[config.mk]
export PLATFORM = sky130hd
export DESIGN_NAME = umbc_uart_cfg
export DESIGN_NICKNAME = d
export VERILOG_FILES = /design/src/rtl/umbc_pkg.sv /design/src/rtl/umbc_uart_cfg.sv
export SDC_FILE = /design/constraint.sdc
export NUM_CORES = 1
export LEC_CHECK = 0
export ABC_CLOCK_PERIOD_IN_PS = 3000
export BUFFER_PORTS_ARGS = -buffer_cell sky130_fd_sc_hd__buf_4
export CORE_UTILIZATION = 49
export CTS_CLUSTER_SIZE = 14
export DETAILED_ROUTE_END_ITERATION = 8
export HOLD_SLACK_MARGIN = 0.08
export PLACE_DENSITY = 0.73
export SYNTH_ARGS = -nofsm -noshare
export SYNTH_HDL_FRONTEND = slang
export SYNTH_SLANG_ARGS = --single-unit
[constraint.sdc]
create_clock -name clk -period 3 [get_ports clk]
set_input_delay 0.6 -clock clk [delete_from_list [all_inputs] [get_ports clk]]
set_output_delay 0.6 -clock clk [all_outputs]
set_load 0.01 [all_outputs]
[src/rtl/umbc_pkg.sv]
// package for the serial port mode, status and baud configuration block
// assumes: 8-bit register port, main clock at 10 MHz
package umbc_pkg;

  // ---------------------------------------------------------------
  // register addresses
  // ---------------------------------------------------------------
  localparam logic [15:0] ADDR_MODE   = 16'hFFA0;
  localparam logic [15:0] ADDR_STATUS = 16'hFFA1;
  localparam logic [15:0] ADDR_BAUD   = 16'hFFA2;

  // ---------------------------------------------------------------
  // reset values
  // ---------------------------------------------------------------
  localparam logic [7:0] MODE_RESET   = 8'h00;
  localparam logic [7:0] STATUS_RESET = 8'h00;
  localparam logic [7:0] BAUD_RESET   = 8'h00;

  // ---------------------------------------------------------------
  // mode register fields
  // ---------------------------------------------------------------
  localparam int MODE_TX_ON    = 7;
  localparam int MODE_RX_ON    = 6;
  localparam int MODE_PAR_HI   = 5;
  localparam int MODE_PAR_LO   = 4;
  localparam int MODE_CHAR_LEN = 3;
  localparam int MODE_STOP_LEN = 2;
  localparam int MODE_ERR_SUPP = 1;
  localparam logic [7:0] MODE_WMASK = 8'hFE;

  // ---------------------------------------------------------------
  // status register fields
  // ---------------------------------------------------------------
  localparam int STAT_PARITY  = 2;
  localparam int STAT_FRAMING = 1;
  localparam int STAT_OVERRUN = 0;

  // ---------------------------------------------------------------
  // baud register fields
  // ---------------------------------------------------------------
  localparam int BAUD_PRE_LSB = 4;
  localparam int BAUD_PRE_MSB = 6;
  localparam int BAUD_DIV_MSB = 3;
  localparam logic [7:0] BAUD_WMASK = 8'h7F;
  localparam logic [3:0] DIV_PROHIBITED = 4'hF;
  localparam logic [4:0] DIV_BASE = 5'h10;

  // ---------------------------------------------------------------
  // parity modes
  // ---------------------------------------------------------------
  typedef enum logic [1:0] {
    PAR_NONE = 2'h0,
    PAR_ZERO = 2'h1,
    PAR_ODD  = 2'h2,
    PAR_EVEN = 2'h3
  } umbc_parity_e;

  // ---------------------------------------------------------------
  // receive buffer
  // ---------------------------------------------------------------
  localparam int BUF_DEPTH = 2;

endpackage

[src/rtl/umbc_uart_cfg.sv]
// mode, receive error status and baud generator of the async serial port
// assumes: shift/sample datapath outside, software reaches the registers
//   through a byte port with optional single-bit writes to the mode register
//
// Functional notes
// - tx/rx enable bits give pins serial function; each pin has port use while its own bit is clear.
// - both directions run independently, full duplex, one character per start bit.
// - parity field 00 none, 01 zero unchecked, 10 odd, 11 even.
// - length bit picks 7 or 8 data bits; stop bit picks one or two.
// - receiver checks only the first stop bit of a frame.
// - error suppress bit stops receive-done event on frames with errors.
// - mode register byte or bit writable, bit 0 reads zero, resets to zero.
// - status register read only, resets zero, bits 7 to 3 read zero.
// - parity error flag set on odd/even parity mismatch.
// - framing error flag set when the stop bit reads low.
// - overrun flag set when a frame ends before the buffer was read.
// - overrun repeats on every frame until software reads the buffer.
// - baud register written whole, resets zero, bit 7 reads zero.
// - prescaler gives main clock divided by two to the power code plus one.
// - divisor divides the prescaled clock by 16 plus code; all ones prohibited.
// - baud rate is main clock over 2^(n+2) times (k+16).
`timescale 1ns/1ps
`default_nettype none

module umbc_uart_cfg (
  // clock, reset, enable
  input  wire logic        clk,
  input  wire logic        rst_b,
  input  wire logic        ce,
  // register port
  input  wire logic [15:0] regAddr,
  input  wire logic        regWrEn,
  input  wire logic [7:0]  regWrData,
  input  wire logic        regBitWrEn,
  input  wire logic [2:0]  regBitSel,
  input  wire logic        regBitVal,
  input  wire logic        regRdEn,
  output logic      [7:0]  regRdData,
  // frame settings to the datapath
  output logic             txPathOn,
  output logic             rxPathOn,
  output logic      [1:0]  parityMode,
  output logic             charLen8,
  output logic             stopLen2,
  // baud timing to the datapath
  output logic             sampleTick,
  output logic             baudTick,
  // received frame from the datapath
  input  wire logic        rxFrameValid,
  output logic             rxFrameReady,
  input  wire logic [7:0]  rxFrameData,
  input  wire logic        rxFrameParity,
  input  wire logic        rxFrameStop,
  // characters towards the holding buffer
  output logic             rxCharValid,
  input  wire logic        rxCharReady,
  output logic      [7:0]  rxCharData,
  input  wire logic        rxBufRead,
  output logic             rxDoneEvent,
  // pins and port function
  input  wire logic        serialInPin,
  output logic             rxSerialIn,
  output logic             portInRx,
  input  wire logic        txSerialOut,
  input  wire logic        portOutVal,
  input  wire logic        portOutOe,
  output logic             serialOutPin,
  output logic             serialOutPinOe
);

  // ---------------------------------------------------------------
  // functions
  // ---------------------------------------------------------------
  function automatic logic onesOdd(input logic [7:0] d, input logic len8, input logic p);
    logic [7:0] m;
    m = len8 ? d : {1'b0, d[6:0]};
    return ^{m, p};
  endfunction

  function automatic logic [7:0] preMask(input logic [2:0] code);
    logic [8:0] full;
    full = 9'h002 << code;
    return full[7:0] - 8'h01;
  endfunction

  // ---------------------------------------------------------------
  // registers
  // ---------------------------------------------------------------
  logic [7:0] modeReg_r;
  logic [7:0] statReg_r;
  logic [7:0] baudReg_r;
  logic       wrMode;
  logic       wrBaud;

  assign wrMode = ce && regWrEn && (regAddr == umbc_pkg::ADDR_MODE);
  assign wrBaud = ce && regWrEn && (regAddr == umbc_pkg::ADDR_BAUD);

  // mode register: byte or single-bit write, bit 0 held at zero
  always_ff @(posedge clk)
  begin
    if (!rst_b)
      modeReg_r <= umbc_pkg::MODE_RESET;
    else if (wrMode)
      modeReg_r <= regWrData & umbc_pkg::MODE_WMASK;
    else if (ce && regBitWrEn && (regAddr == umbc_pkg::ADDR_MODE) && (regBitSel != 3'h0))
      modeReg_r[regBitSel] <= regBitVal;
  end

  // baud register: whole-byte write only, bit 7 held at zero
  always_ff @(posedge clk)
  begin
    if (!rst_b)
      baudReg_r <= umbc_pkg::BAUD_RESET;
    else if (wrBaud)
      baudReg_r <= regWrData & umbc_pkg::BAUD_WMASK;
  end

  // read port: one cycle latency, unmapped addresses read zero
  always_ff @(posedge clk)
  begin
    if (!rst_b)
      regRdData <= 8'h00;
    else if (ce && regRdEn)
    begin
      case (regAddr)
        umbc_pkg::ADDR_MODE:   regRdData <= modeReg_r;
        umbc_pkg::ADDR_STATUS: regRdData <= statReg_r;
        umbc_pkg::ADDR_BAUD:   regRdData <= baudReg_r;
        default:               regRdData <= 8'h00;
      endcase
    end
  end

  // ---------------------------------------------------------------
  // frame settings
  // ---------------------------------------------------------------
  logic txOn;
  logic rxOn;

  assign txOn = modeReg_r[umbc_pkg::MODE_TX_ON];
  assign rxOn = modeReg_r[umbc_pkg::MODE_RX_ON];

  // both directions are driven independently for full duplex
  always_ff @(posedge clk)
  begin
    if (!rst_b)
    begin
      txPathOn   <= 1'b0;
      rxPathOn   <= 1'b0;
      parityMode <= umbc_pkg::PAR_NONE;
      charLen8   <= 1'b0;
      stopLen2   <= 1'b0;
    end
    else if (ce)
    begin
      txPathOn   <= txOn;
      rxPathOn   <= rxOn;
      parityMode <= modeReg_r[umbc_pkg::MODE_PAR_HI:umbc_pkg::MODE_PAR_LO];
      charLen8   <= modeReg_r[umbc_pkg::MODE_CHAR_LEN];
      stopLen2   <= modeReg_r[umbc_pkg::MODE_STOP_LEN];
    end
  end

  // ---------------------------------------------------------------
  // pins
  // ---------------------------------------------------------------
  logic rxPinMeta_r;
  logic rxPinSync_r;
  // pin goes to the serial path only in the enabled direction
  always_ff @(posedge clk)
  begin
    if (!rst_b)
    begin
      rxPinMeta_r    <= 1'b1;
      rxPinSync_r    <= 1'b1;
      rxSerialIn     <= 1'b1;
      portInRx       <= 1'b1;
      serialOutPin   <= 1'b1;
      serialOutPinOe <= 1'b0;
    end
    else if (ce)
    begin
      rxPinMeta_r    <= serialInPin;
      rxPinSync_r    <= rxPinMeta_r;
      rxSerialIn     <= rxOn ? rxPinSync_r : 1'b1;
      portInRx       <= rxPinSync_r;
      serialOutPin   <= txOn ? txSerialOut : portOutVal;
      serialOutPinOe <= txOn ? 1'b1 : portOutOe;
    end
  end

  // ---------------------------------------------------------------
  // baud generator
  // ---------------------------------------------------------------
  logic [7:0] preCnt_r;
  logic [4:0] divCnt_r;
  logic       phase_r;
  logic       genRun;
  logic       srcTick;
  logic       divEnd;
  logic [4:0] divLast;
  assign genRun  = (txOn || rxOn) && (baudReg_r[umbc_pkg::BAUD_DIV_MSB:0] != umbc_pkg::DIV_PROHIBITED);
  assign srcTick = genRun && (preCnt_r == preMask(baudReg_r[umbc_pkg::BAUD_PRE_MSB:umbc_pkg::BAUD_PRE_LSB]));
  assign divLast = umbc_pkg::DIV_BASE + {1'b0, baudReg_r[umbc_pkg::BAUD_DIV_MSB:0]} - 5'h01;
  assign divEnd  = srcTick && (divCnt_r == divLast);
  // prescaler: period 2^(code+1) main clocks
  always_ff @(posedge clk)
  begin
    if (!rst_b)
      preCnt_r <= 8'h00;
    else if (ce)
    begin
      if (!genRun || srcTick || wrBaud)
        preCnt_r <= 8'h00;
      else
        preCnt_r <= preCnt_r + 8'h01;
    end
  end
  // divisor: 16+k source ticks, then a half-rate phase gives the bit period
  always_ff @(posedge clk)
  begin
    if (!rst_b)
    begin
      divCnt_r   <= 5'h00;
      phase_r    <= 1'b0;
      sampleTick <= 1'b0;
      baudTick   <= 1'b0;
    end
    else if (ce)
    begin
      sampleTick <= divEnd;
      baudTick   <= divEnd && phase_r;
      if (!genRun || wrBaud)
      begin
        divCnt_r <= 5'h00;
        phase_r  <= 1'b0;
      end
      else if (divEnd)
      begin
        divCnt_r <= 5'h00;
        phase_r  <= ~phase_r;
      end
      else if (srcTick)
        divCnt_r <= divCnt_r + 5'h01;
    end
  end

  // ---------------------------------------------------------------
  // receive frame checks
  // ---------------------------------------------------------------
  logic frameTake;
  logic parErr;
  logic frmErr;
  logic ovrErr;
  logic unread_r;
  logic anyErr;
  assign frameTake = ce && rxOn && rxFrameValid && rxFrameReady;
  // odd mode fails on an even total of ones, even mode on an odd total
  assign parErr = modeReg_r[umbc_pkg::MODE_PAR_HI] &&
                  (onesOdd(rxFrameData, modeReg_r[umbc_pkg::MODE_CHAR_LEN], rxFrameParity) ==
                   modeReg_r[umbc_pkg::MODE_PAR_LO]);
  assign frmErr = !rxFrameStop;
  assign ovrErr = unread_r;
  assign anyErr = parErr || frmErr || ovrErr;
  // flags refreshed at each frame end; upper bits stay zero
  always_ff @(posedge clk)
  begin
    if (!rst_b)
      statReg_r <= umbc_pkg::STATUS_RESET;
    else if (frameTake)
    begin
      statReg_r <= 8'h00;
      statReg_r[umbc_pkg::STAT_PARITY]  <= parErr;
      statReg_r[umbc_pkg::STAT_FRAMING] <= frmErr;
      statReg_r[umbc_pkg::STAT_OVERRUN] <= ovrErr;
    end
  end

  // unread marker: a new character wins over a read in the same cycle
  always_ff @(posedge clk)
  begin
    if (!rst_b)
      unread_r <= 1'b0;
    else if (frameTake)
      unread_r <= 1'b1;
    else if (ce && rxBufRead)
      unread_r <= 1'b0;
  end

  always_ff @(posedge clk)
  begin
    if (!rst_b)
      rxDoneEvent <= 1'b0;
    else if (ce)
      rxDoneEvent <= frameTake && !(anyErr && modeReg_r[umbc_pkg::MODE_ERR_SUPP]);
  end

  // ---------------------------------------------------------------
  // two-entry character buffer
  // ---------------------------------------------------------------
  logic [7:0] buf_r [0:umbc_pkg::BUF_DEPTH-1];
  logic [1:0] cnt_r;
  logic [1:0] cntNxt;
  logic       push;
  logic       pop;

  // a character that overran the holding buffer is dropped
  assign push = frameTake && !ovrErr;
  assign pop  = ce && rxCharValid && rxCharReady;

  always_comb
  begin
    cntNxt = cnt_r;
    if (push && !pop)
      cntNxt = cnt_r + 2'h1;
    else if (pop && !push)
      cntNxt = cnt_r - 2'h1;
  end

  always_ff @(posedge clk)
  begin
    if (!rst_b)
    begin
      cnt_r        <= 2'h0;
      rxCharValid  <= 1'b0;
      rxFrameReady <= 1'b1;
    end
    else if (ce)
    begin
      cnt_r        <= cntNxt;
      rxCharValid  <= (cntNxt != 2'h0);
      rxFrameReady <= (cntNxt != 2'h2);
    end
  end

  // head entry is always slot 0; a pop shifts slot 1 forward
  always_ff @(posedge clk)
  begin
    if (!rst_b)
    begin
      buf_r[0] <= 8'h00;
      buf_r[1] <= 8'h00;
    end
    else if (ce)
    begin
      if (pop)
      begin
        buf_r[0] <= (push && (cnt_r == 2'h1)) ? rxFrameData : buf_r[1];
        if (push && (cnt_r == 2'h2))
          buf_r[1] <= rxFrameData;
      end
      else if (push)
      begin
        if (cnt_r == 2'h0)
          buf_r[0] <= rxFrameData;
        else
          buf_r[1] <= rxFrameData;
      end
    end
  end

  assign rxCharData = buf_r[0];

endmodule

`default_nettype wire

==> results of run 1 <==
-- per-layer routing --
| layer | track usage [%] | part of all wire (%) | up-vias |
|---|---|---|---|
| met1 | 32.0 | 47 | 1577 |
| li1 | - | - | 1687 |
| met4 | 9.13 | 2.4 | 0 |
| met2 | 38.4 | 46 | 114 |
| met5 | 0 | 0 | - |
| met3 | 4.61 | 5.2 | 22 |
-- critical path, delay by kind of cell, from the launching register on --
kind,cells,cell delay (ns)
AOI/OAI and AO/OA,3,0.69
xor gates and xnor gates,1,0.13
adders and majority gates,1,0.25
DFF,1,0.38
and+or+nand+nor,4,1.32
-- cell usage in the layout, fill, tap and decap left out, types with 3 or more instances in the layout --
master    instances
ha_1              8
mux2i_1          32
mux2_2            3
o21ai_0           9
nor3_1            6
xnor2_1          13
nor2_1           53
a211oi_1          7
nand4_1           8
and2_1            9
xor2_1           13
nand2_1          38
clkbuf_8          9
o22ai_1           9
a21oi_1          28
nor4_1            5
o31ai_1           4
and3_1            3
o21a_1            5
nand2b_1          5
dfxtp_1          59
inv_1             7
buf_4            97
edfxtp_1         16
nand3b_1          3
a31oi_1           4
clkinv_2          3
o211ai_1          3
nand3_1          10
or4_1             5
-- layout make-up --
| cell class | instances | area, µm² |
|---|---|---|
| fill | 658 | 2960 |
| timing repair buffer | 97 | 728 |
| multi-input combinational | 313 | 2030 |
| inverter | 8 | 30.0 |
| tap | 102 | 128 |
| sequential | 76 | 1680 |
| clock inverter | 5 | 30.0 |
| clock buffer | 11 | 131 |
-- cell families after synthesis --
family	after synthesis	synth area share [%]
adders and majority gates	10	3.07
muxes	35	9.05
DFF	76	43.0
and+or+nand+nor	157	19.6
buffers and inverters	42	4.99
AOI/OAI and AO/OA	84	13.9
xor gates and xnor gates	27	6.40
-- final timing paths --
| path | from | end |
|---|---|---|
| worst min register to register | modeReg_r[0] | modeReg_r[0] |
| worst max register to register | baudReg_r[5] | divCnt_r[4] |
| worst min-delay path | modeReg_r[0] | modeReg_r[0] |
| worst max-delay path | baudReg_r[5] | divCnt_r[4] |
-- what timing repair did --
action | 4_1_cts | 5_1_grt
gates resized for setup | 0 | 1
setup endpoints to repair | 0 | 2
endpoints found under the hold margin | 0 | 0
-- state kept, by name, summed over array words and instances (netlist names), 2 cells and up --
register / flops
parityMode: 2
preCnt_r: 8
baudReg_r: 7
divCnt_r: 5
buf_r: 16
modeReg_r: 8
statReg_r: 3
regRdData: 8
cnt_r: 2
-- metrics by stage --
stage | hold WS (ns) | std cells | worst slack [ns] | util [%] | total power [mW]
final | 0.435 | 612 | 0.139 | 61.7 | 1.92
after global routing | 0.461 | 612 | 0.0330 | 61.7 | 2.00
after CTS | 0.436 | 612 | 0.0797 | 61.6 | 1.94
after detailed placement | 0.426 | 596 | 0.0278 | 59.6 | 1.29
after global placement | 0.421 | 596 | 0.0831 | 59.6 | 1.28
after floorplan | 0.410 | 431 | 0.132 | - | 1.20
-- power groups by stage --
stage	combinational [mW]	clock, mW	sequential (mW)
after floorplan	0.107	0	1.09
after CTS	0.197	0.676	1.07
after global placement	0.193	0	1.09
after global routing	0.215	0.716	1.07
final	0.197	0.663	1.07
after detailed placement	0.196	0	1.09
==> results.sh, run 1 <==
export IMPL_yosysSeqAreaShare_pct=43.0
export IMPL_port_buffers=81
export IMPL_crit_required_ns=3.27
export IMPL_cts_tree="yes"
export IMPL_r2r_setup_slack_ns=0.14
export IMPL_avgSynthCellArea_um2=9.07
export IMPL_synthCells=431
export IMPL_wl_um=9570
export IMPL_ant_nets=0
export IMPL_p_leak_nw=1.87
export IMPL_numCtsBuffers=9
export IMPL_cpMaxStageDelayCell="or4b_2"
export IMPL_grt_ovfl_total=0
export IMPL_internal_power_mw=1.45
export IMPL_p_sw_share_pct=24.6
export IMPL_finalSetupViolCount=0
export IMPL_synth_main_ff_cell="dfxtp_1"
export IMPL_core_area_um2=7730
export IMPL_drtIter0Drc=155
export IMPL_via_per_inst=5.56
export IMPL_start_kind="flip-flop"
export IMPL_clk_latency_ns=0.35
export IMPL_maxSlewHeadroom_pct=62.7
export IMPL_vias=3400
export IMPL_wl_per_cell_um=15.6
export IMPL_critPathMaxFanout=11
export IMPL_cts_num_sinks=76
export IMPL_crit_path_end_kind="flip-flop"
export IMPL_clk_path_buf_depth=2
export IMPL_track_usage_pct=24.0
export IMPL_synthTopCellsByCount="dfxtp_1, nor2_1, nand2_1"
export IMPL_worstHoldPathCells=2
export IMPL_critPathMaxStageDelay_ns=0.63
export IMPL_design_area_um2=4760
export IMPL_combPwrFrac_pct=10.2
export IMPL_synth_distinct_cells=53
export IMPL_place_area_um2=4600
export IMPL_synthesis_area_um2=3910
export IMPL_start_util_pct=50.6
export IMPL_worstPathArrival_ns=3.13
export IMPL_rsz0062_at_grt="false"
export IMPL_period_minus_slack_ns=2.86
export IMPL_grt_pass1_vias=3187
export IMPL_fin_crit_sh_pct=95.4
export IMPL_gp_congestion=0.834
export IMPL_synth_most_common_cell="dfxtp_1"
export IMPL_clkTransAtPathRegs_ns=0.08
export IMPL_dp_hpwl_um=7120
export IMPL_final_hold_viol_count=0
export IMPL_final_nets=564
export IMPL_drive_above_1_share_pct=23.7
export IMPL_synth_fp_nets=490
export IMPL_area_growth_pct=21.8
export IMPL_p_seq_share_pct=55.4
export IMPL_grt_max_degree=44
export IMPL_post_cts_repair_setup_buffers=0
export IMPL_io_pin_count=82
export IMPL_worst_setup_path_type="reg2reg"
export IMPL_fp_dieH_um=91.3
export IMPL_holdBufCountCts=0
export IMPL_worstMarginPinSlew_ns=0.556
export IMPL_path_cells="nor2_1, nand2_1, ha_1, or4b_2, o211ai_1, xor2_1, o31a_4, or4_1, a211oi_1"
export IMPL_die_w_um=91.3
export IMPL_cts_root_buffer="clkbuf_8"
export IMPL_final_max_slew_violation_count=0
export IMPL_grt_pass1_wl_um=15600
export IMPL_worst_r2r_path_depth=9
export IMPL_fin_worst_skew_ns=0.00666
export IMPL_ys_ff_latch=76
export IMPL_status="finished, final reports clean"
export IMPL_first_pass_iters=6
export IMPL_maxCapViolCount=0
export IMPL_antenna_cells=0
export IMPL_yosys_top_cells_area="dfxtp_1, edfxtp_1, mux2i_1, nor2_1, nand2_1"
export IMPL_fmax_mhz=349
export IMPL_hp_class="reg2reg"
export IMPL_post_route_drc_count=0
export IMPL_clockPowerShare_pct=34.4
export IMPL_antenna_found_initial=0
export IMPL_rows=32
export IMPL_dieArea_um2=8340
export IMPL_max_vdd_ir_drop_uv=329
export IMPL_yosysTopAreaCell="dfxtp_1"
export IMPL_switchingPower_uw=474
export IMPL_tns_ns=0
export IMPL_synth_edf_count=16
export IMPL_synth_top_area_share_pct=30.7
export IMPL_yosysWarningCount=0
export IMPL_h_tree_depth=3
export IMPL_power_density_nw_per_um2=404
export IMPL_synth_async_sr_flop_share_pct=0
Power figures use the tool's default switching activity.
==> inputs of run 2 (changes only) <==
Settings changed: CELL_PAD_IN_SITES_DETAIL_PLACEMENT set to 0, CELL_PAD_IN_SITES_GLOBAL_PLACEMENT set to 2, CORE_MARGIN set to 2, CORE_UTILIZATION 49 to 30.
==> results.sh, run 2 (synthesis gave the netlist of run 1 again) <==
export IMPL_worstPathArrival_ns=3.08
export IMPL_rsz0062_at_grt="false"
export IMPL_start_util_pct=30.9
export IMPL_top_register="buf_r"
export IMPL_clk_latency_ns=0.34
export IMPL_fp_dieH_um=118
export IMPL_period_minus_slack_ns=2.83
export IMPL_cts_num_sinks=76
export IMPL_cts_tree="yes"
export IMPL_antenna_cells=0
export IMPL_final_common_cell="buf_4"
export IMPL_reg2reg_from="baudReg_r[6]"
export IMPL_grt_pass1_wl_um=17200
export IMPL_grt_pass1_vias=3261
export IMPL_maxCapViolCount=0
export IMPL_cts_root_buffer="clkbuf_16"
export IMPL_ant_nets=0
export IMPL_worst_setup_path_type="reg2reg"
export IMPL_final_max_slew_violation_count=0
export IMPL_rows=41
export IMPL_grt_max_degree=31
export IMPL_power_density_nw_per_um2=460
export IMPL_final_nets=568
export IMPL_port_buffers=81
export IMPL_final_cells=686
export IMPL_clk_path_buf_depth=2
export IMPL_mostFrequentLayoutCells="buf_4, dfxtp_1, nor2_1, nand2_1, mux2i_1"
export IMPL_p_leak_nw=1.95
export IMPL_fin_crit_sh_pct=94.3
export IMPL_antenna_found_initial=0
export IMPL_critPathLaunch="baudReg_r[6]"
export IMPL_finish_utilization_pct=39.5
export IMPL_drive_above_1_share_pct=24.7
export IMPL_dp_cells=670
export IMPL_wl_per_cell_um=15.3
export IMPL_h_tree_depth=3
export IMPL_fmax_mhz=354
export IMPL_crit_path_end_kind="flip-flop"
export IMPL_io_pin_count=82
export IMPL_dp_slack_ns=-0.00152
export IMPL_post_route_drc_count=0
export IMPL_worstMarginPinSlew_ns=0.623
export IMPL_crit_required_ns=3.25
export IMPL_wl_um=10500
export IMPL_via_per_inst=4.83
export IMPL_track_usage_pct=15.6
export IMPL_critPathMaxFanout=9
export IMPL_area_growth_pct=28.0
export IMPL_fillers=1303
export IMPL_start_kind="flip-flop"
export IMPL_gp_congestion=0.785
export IMPL_cp_endpoint="divCnt_r[3]"
export IMPL_dieArea_um2=14000
export IMPL_grt_ovfl_total=0
export IMPL_finalSetupViolCount=0
export IMPL_fin_ws_ns=0.172
export IMPL_dp_hpwl_um=7960
export IMPL_numCtsBuffers=9
export IMPL_final_hold_viol_count=0
export IMPL_first_pass_iters=4
export IMPL_max_vdd_ir_drop_uv=240
export IMPL_r2r_end="divCnt_r[3]"
export IMPL_r2r_setup_slack_ns=0.17
export IMPL_status="finished, final reports clean"
export IMPL_worst_r2r_path_depth=9
export IMPL_maxSlewHeadroom_pct=58.2
export IMPL_largest_reg_flops=16
export IMPL_fin_worst_skew_ns=0.00723
export IMPL_drtIter0Drc=148
export IMPL_die_w_um=118
export IMPL_post_cts_repair_setup_buffers=0
export IMPL_core_area_um2=12700
export IMPL_clkTransAtPathRegs_ns=0.06
export IMPL_hp_class="reg2reg"
export IMPL_tns_ns=0
export IMPL_vias=3313
run 2: changes by cell type in the layout (fill, tap and decap cells not counted), sizes merged:
| cell | previous run | this run |
|---|---|---|
| clkbuf | 11 | 9 |
| buf | 97 | 101 |
| inv | 7 | 11 |
| clkinv | 4 | 2 |
run 2: area by class of cell:
class	instances	area, µm²	share of cell area [%]
Inverter	8	30.0	0.600
Clock buffer	9	225	4.50
Clock inverter	7	58.8	1.17
Timing Repair Buffer	101	758	15.1
Tap cell	172	215	4.30
Multi-Input combinational cell	313	2040	40.7
Sequential cell	76	1680	33.6
run 2: per-stage QoR:
stage / total power [mW] / instance area (µm²) / hold WS (ns)
final: 2.30 / 5010 / 0.431
after global routing: 2.41 / 5010 / 0.465
after CTS: 2.34 / 5000 / 0.433
after detailed placement: 1.29 / 4720 / 0.424
after global placement: 1.29 / 4720 / 0.417
after floorplan: 1.20 / 3910 / 0.410
run 2: timing repair:
| item | 4_1_cts | 5_1_grt |
|---|---|---|
| gates resized for setup | 0 | 1 |
| hold buffers | 0 | 0 |
| setup endpoints to repair | 0 | 3 |
run 2: per-layer routing:
metal  vias to the layer above  share of wire, %  global-route usage (%)  routed length (µm)
met5                         -                 0                       0                   0
met4                         0               1.0                    4.74                 109
met3                         6               3.8                    3.47                 403
met2                        68                46                    24.6                4870
met1                      1545                49                    21.4                5130
li1                       1694                 -                       -                   -
run 2: report_power, final:
part | switching (mW) | internal (mW)
clock | 0.464 | 0.574
sequential | 0.00772 | 1.06
combinational | 0.102 | 0.0980
run 2: worst min-delay path by stage:
stage / depth (start not counted) / slack, ns / endpoint / startpoint
2_1_floorplan: 2 / 0.41 / modeReg_r[0] / modeReg_r[0]
3_3_place_gp: 2 / 0.42 / modeReg_r[0] / modeReg_r[0]
3_5_place_dp: 2 / 0.42 / modeReg_r[0] / modeReg_r[0]
4_1_cts: 2 / 0.43 / modeReg_r[0] / modeReg_r[0]
5_1_grt: 2 / 0.46 / modeReg_r[0] / modeReg_r[0]
6_report: 2 / 0.43 / modeReg_r[0] / modeReg_r[0]
run 2: critical path, cell delays in order, from the launching register on:
cell and delay [ns]:
dfxtp_1 0.38, nor2_1 0.16, nand2_1 0.08, ha_2 0.22
or4b_2 0.61, o211ai_1 0.12, xor2_1 0.13, o31a_4 0.33
or4_1 0.47, a211oi_1 0.23
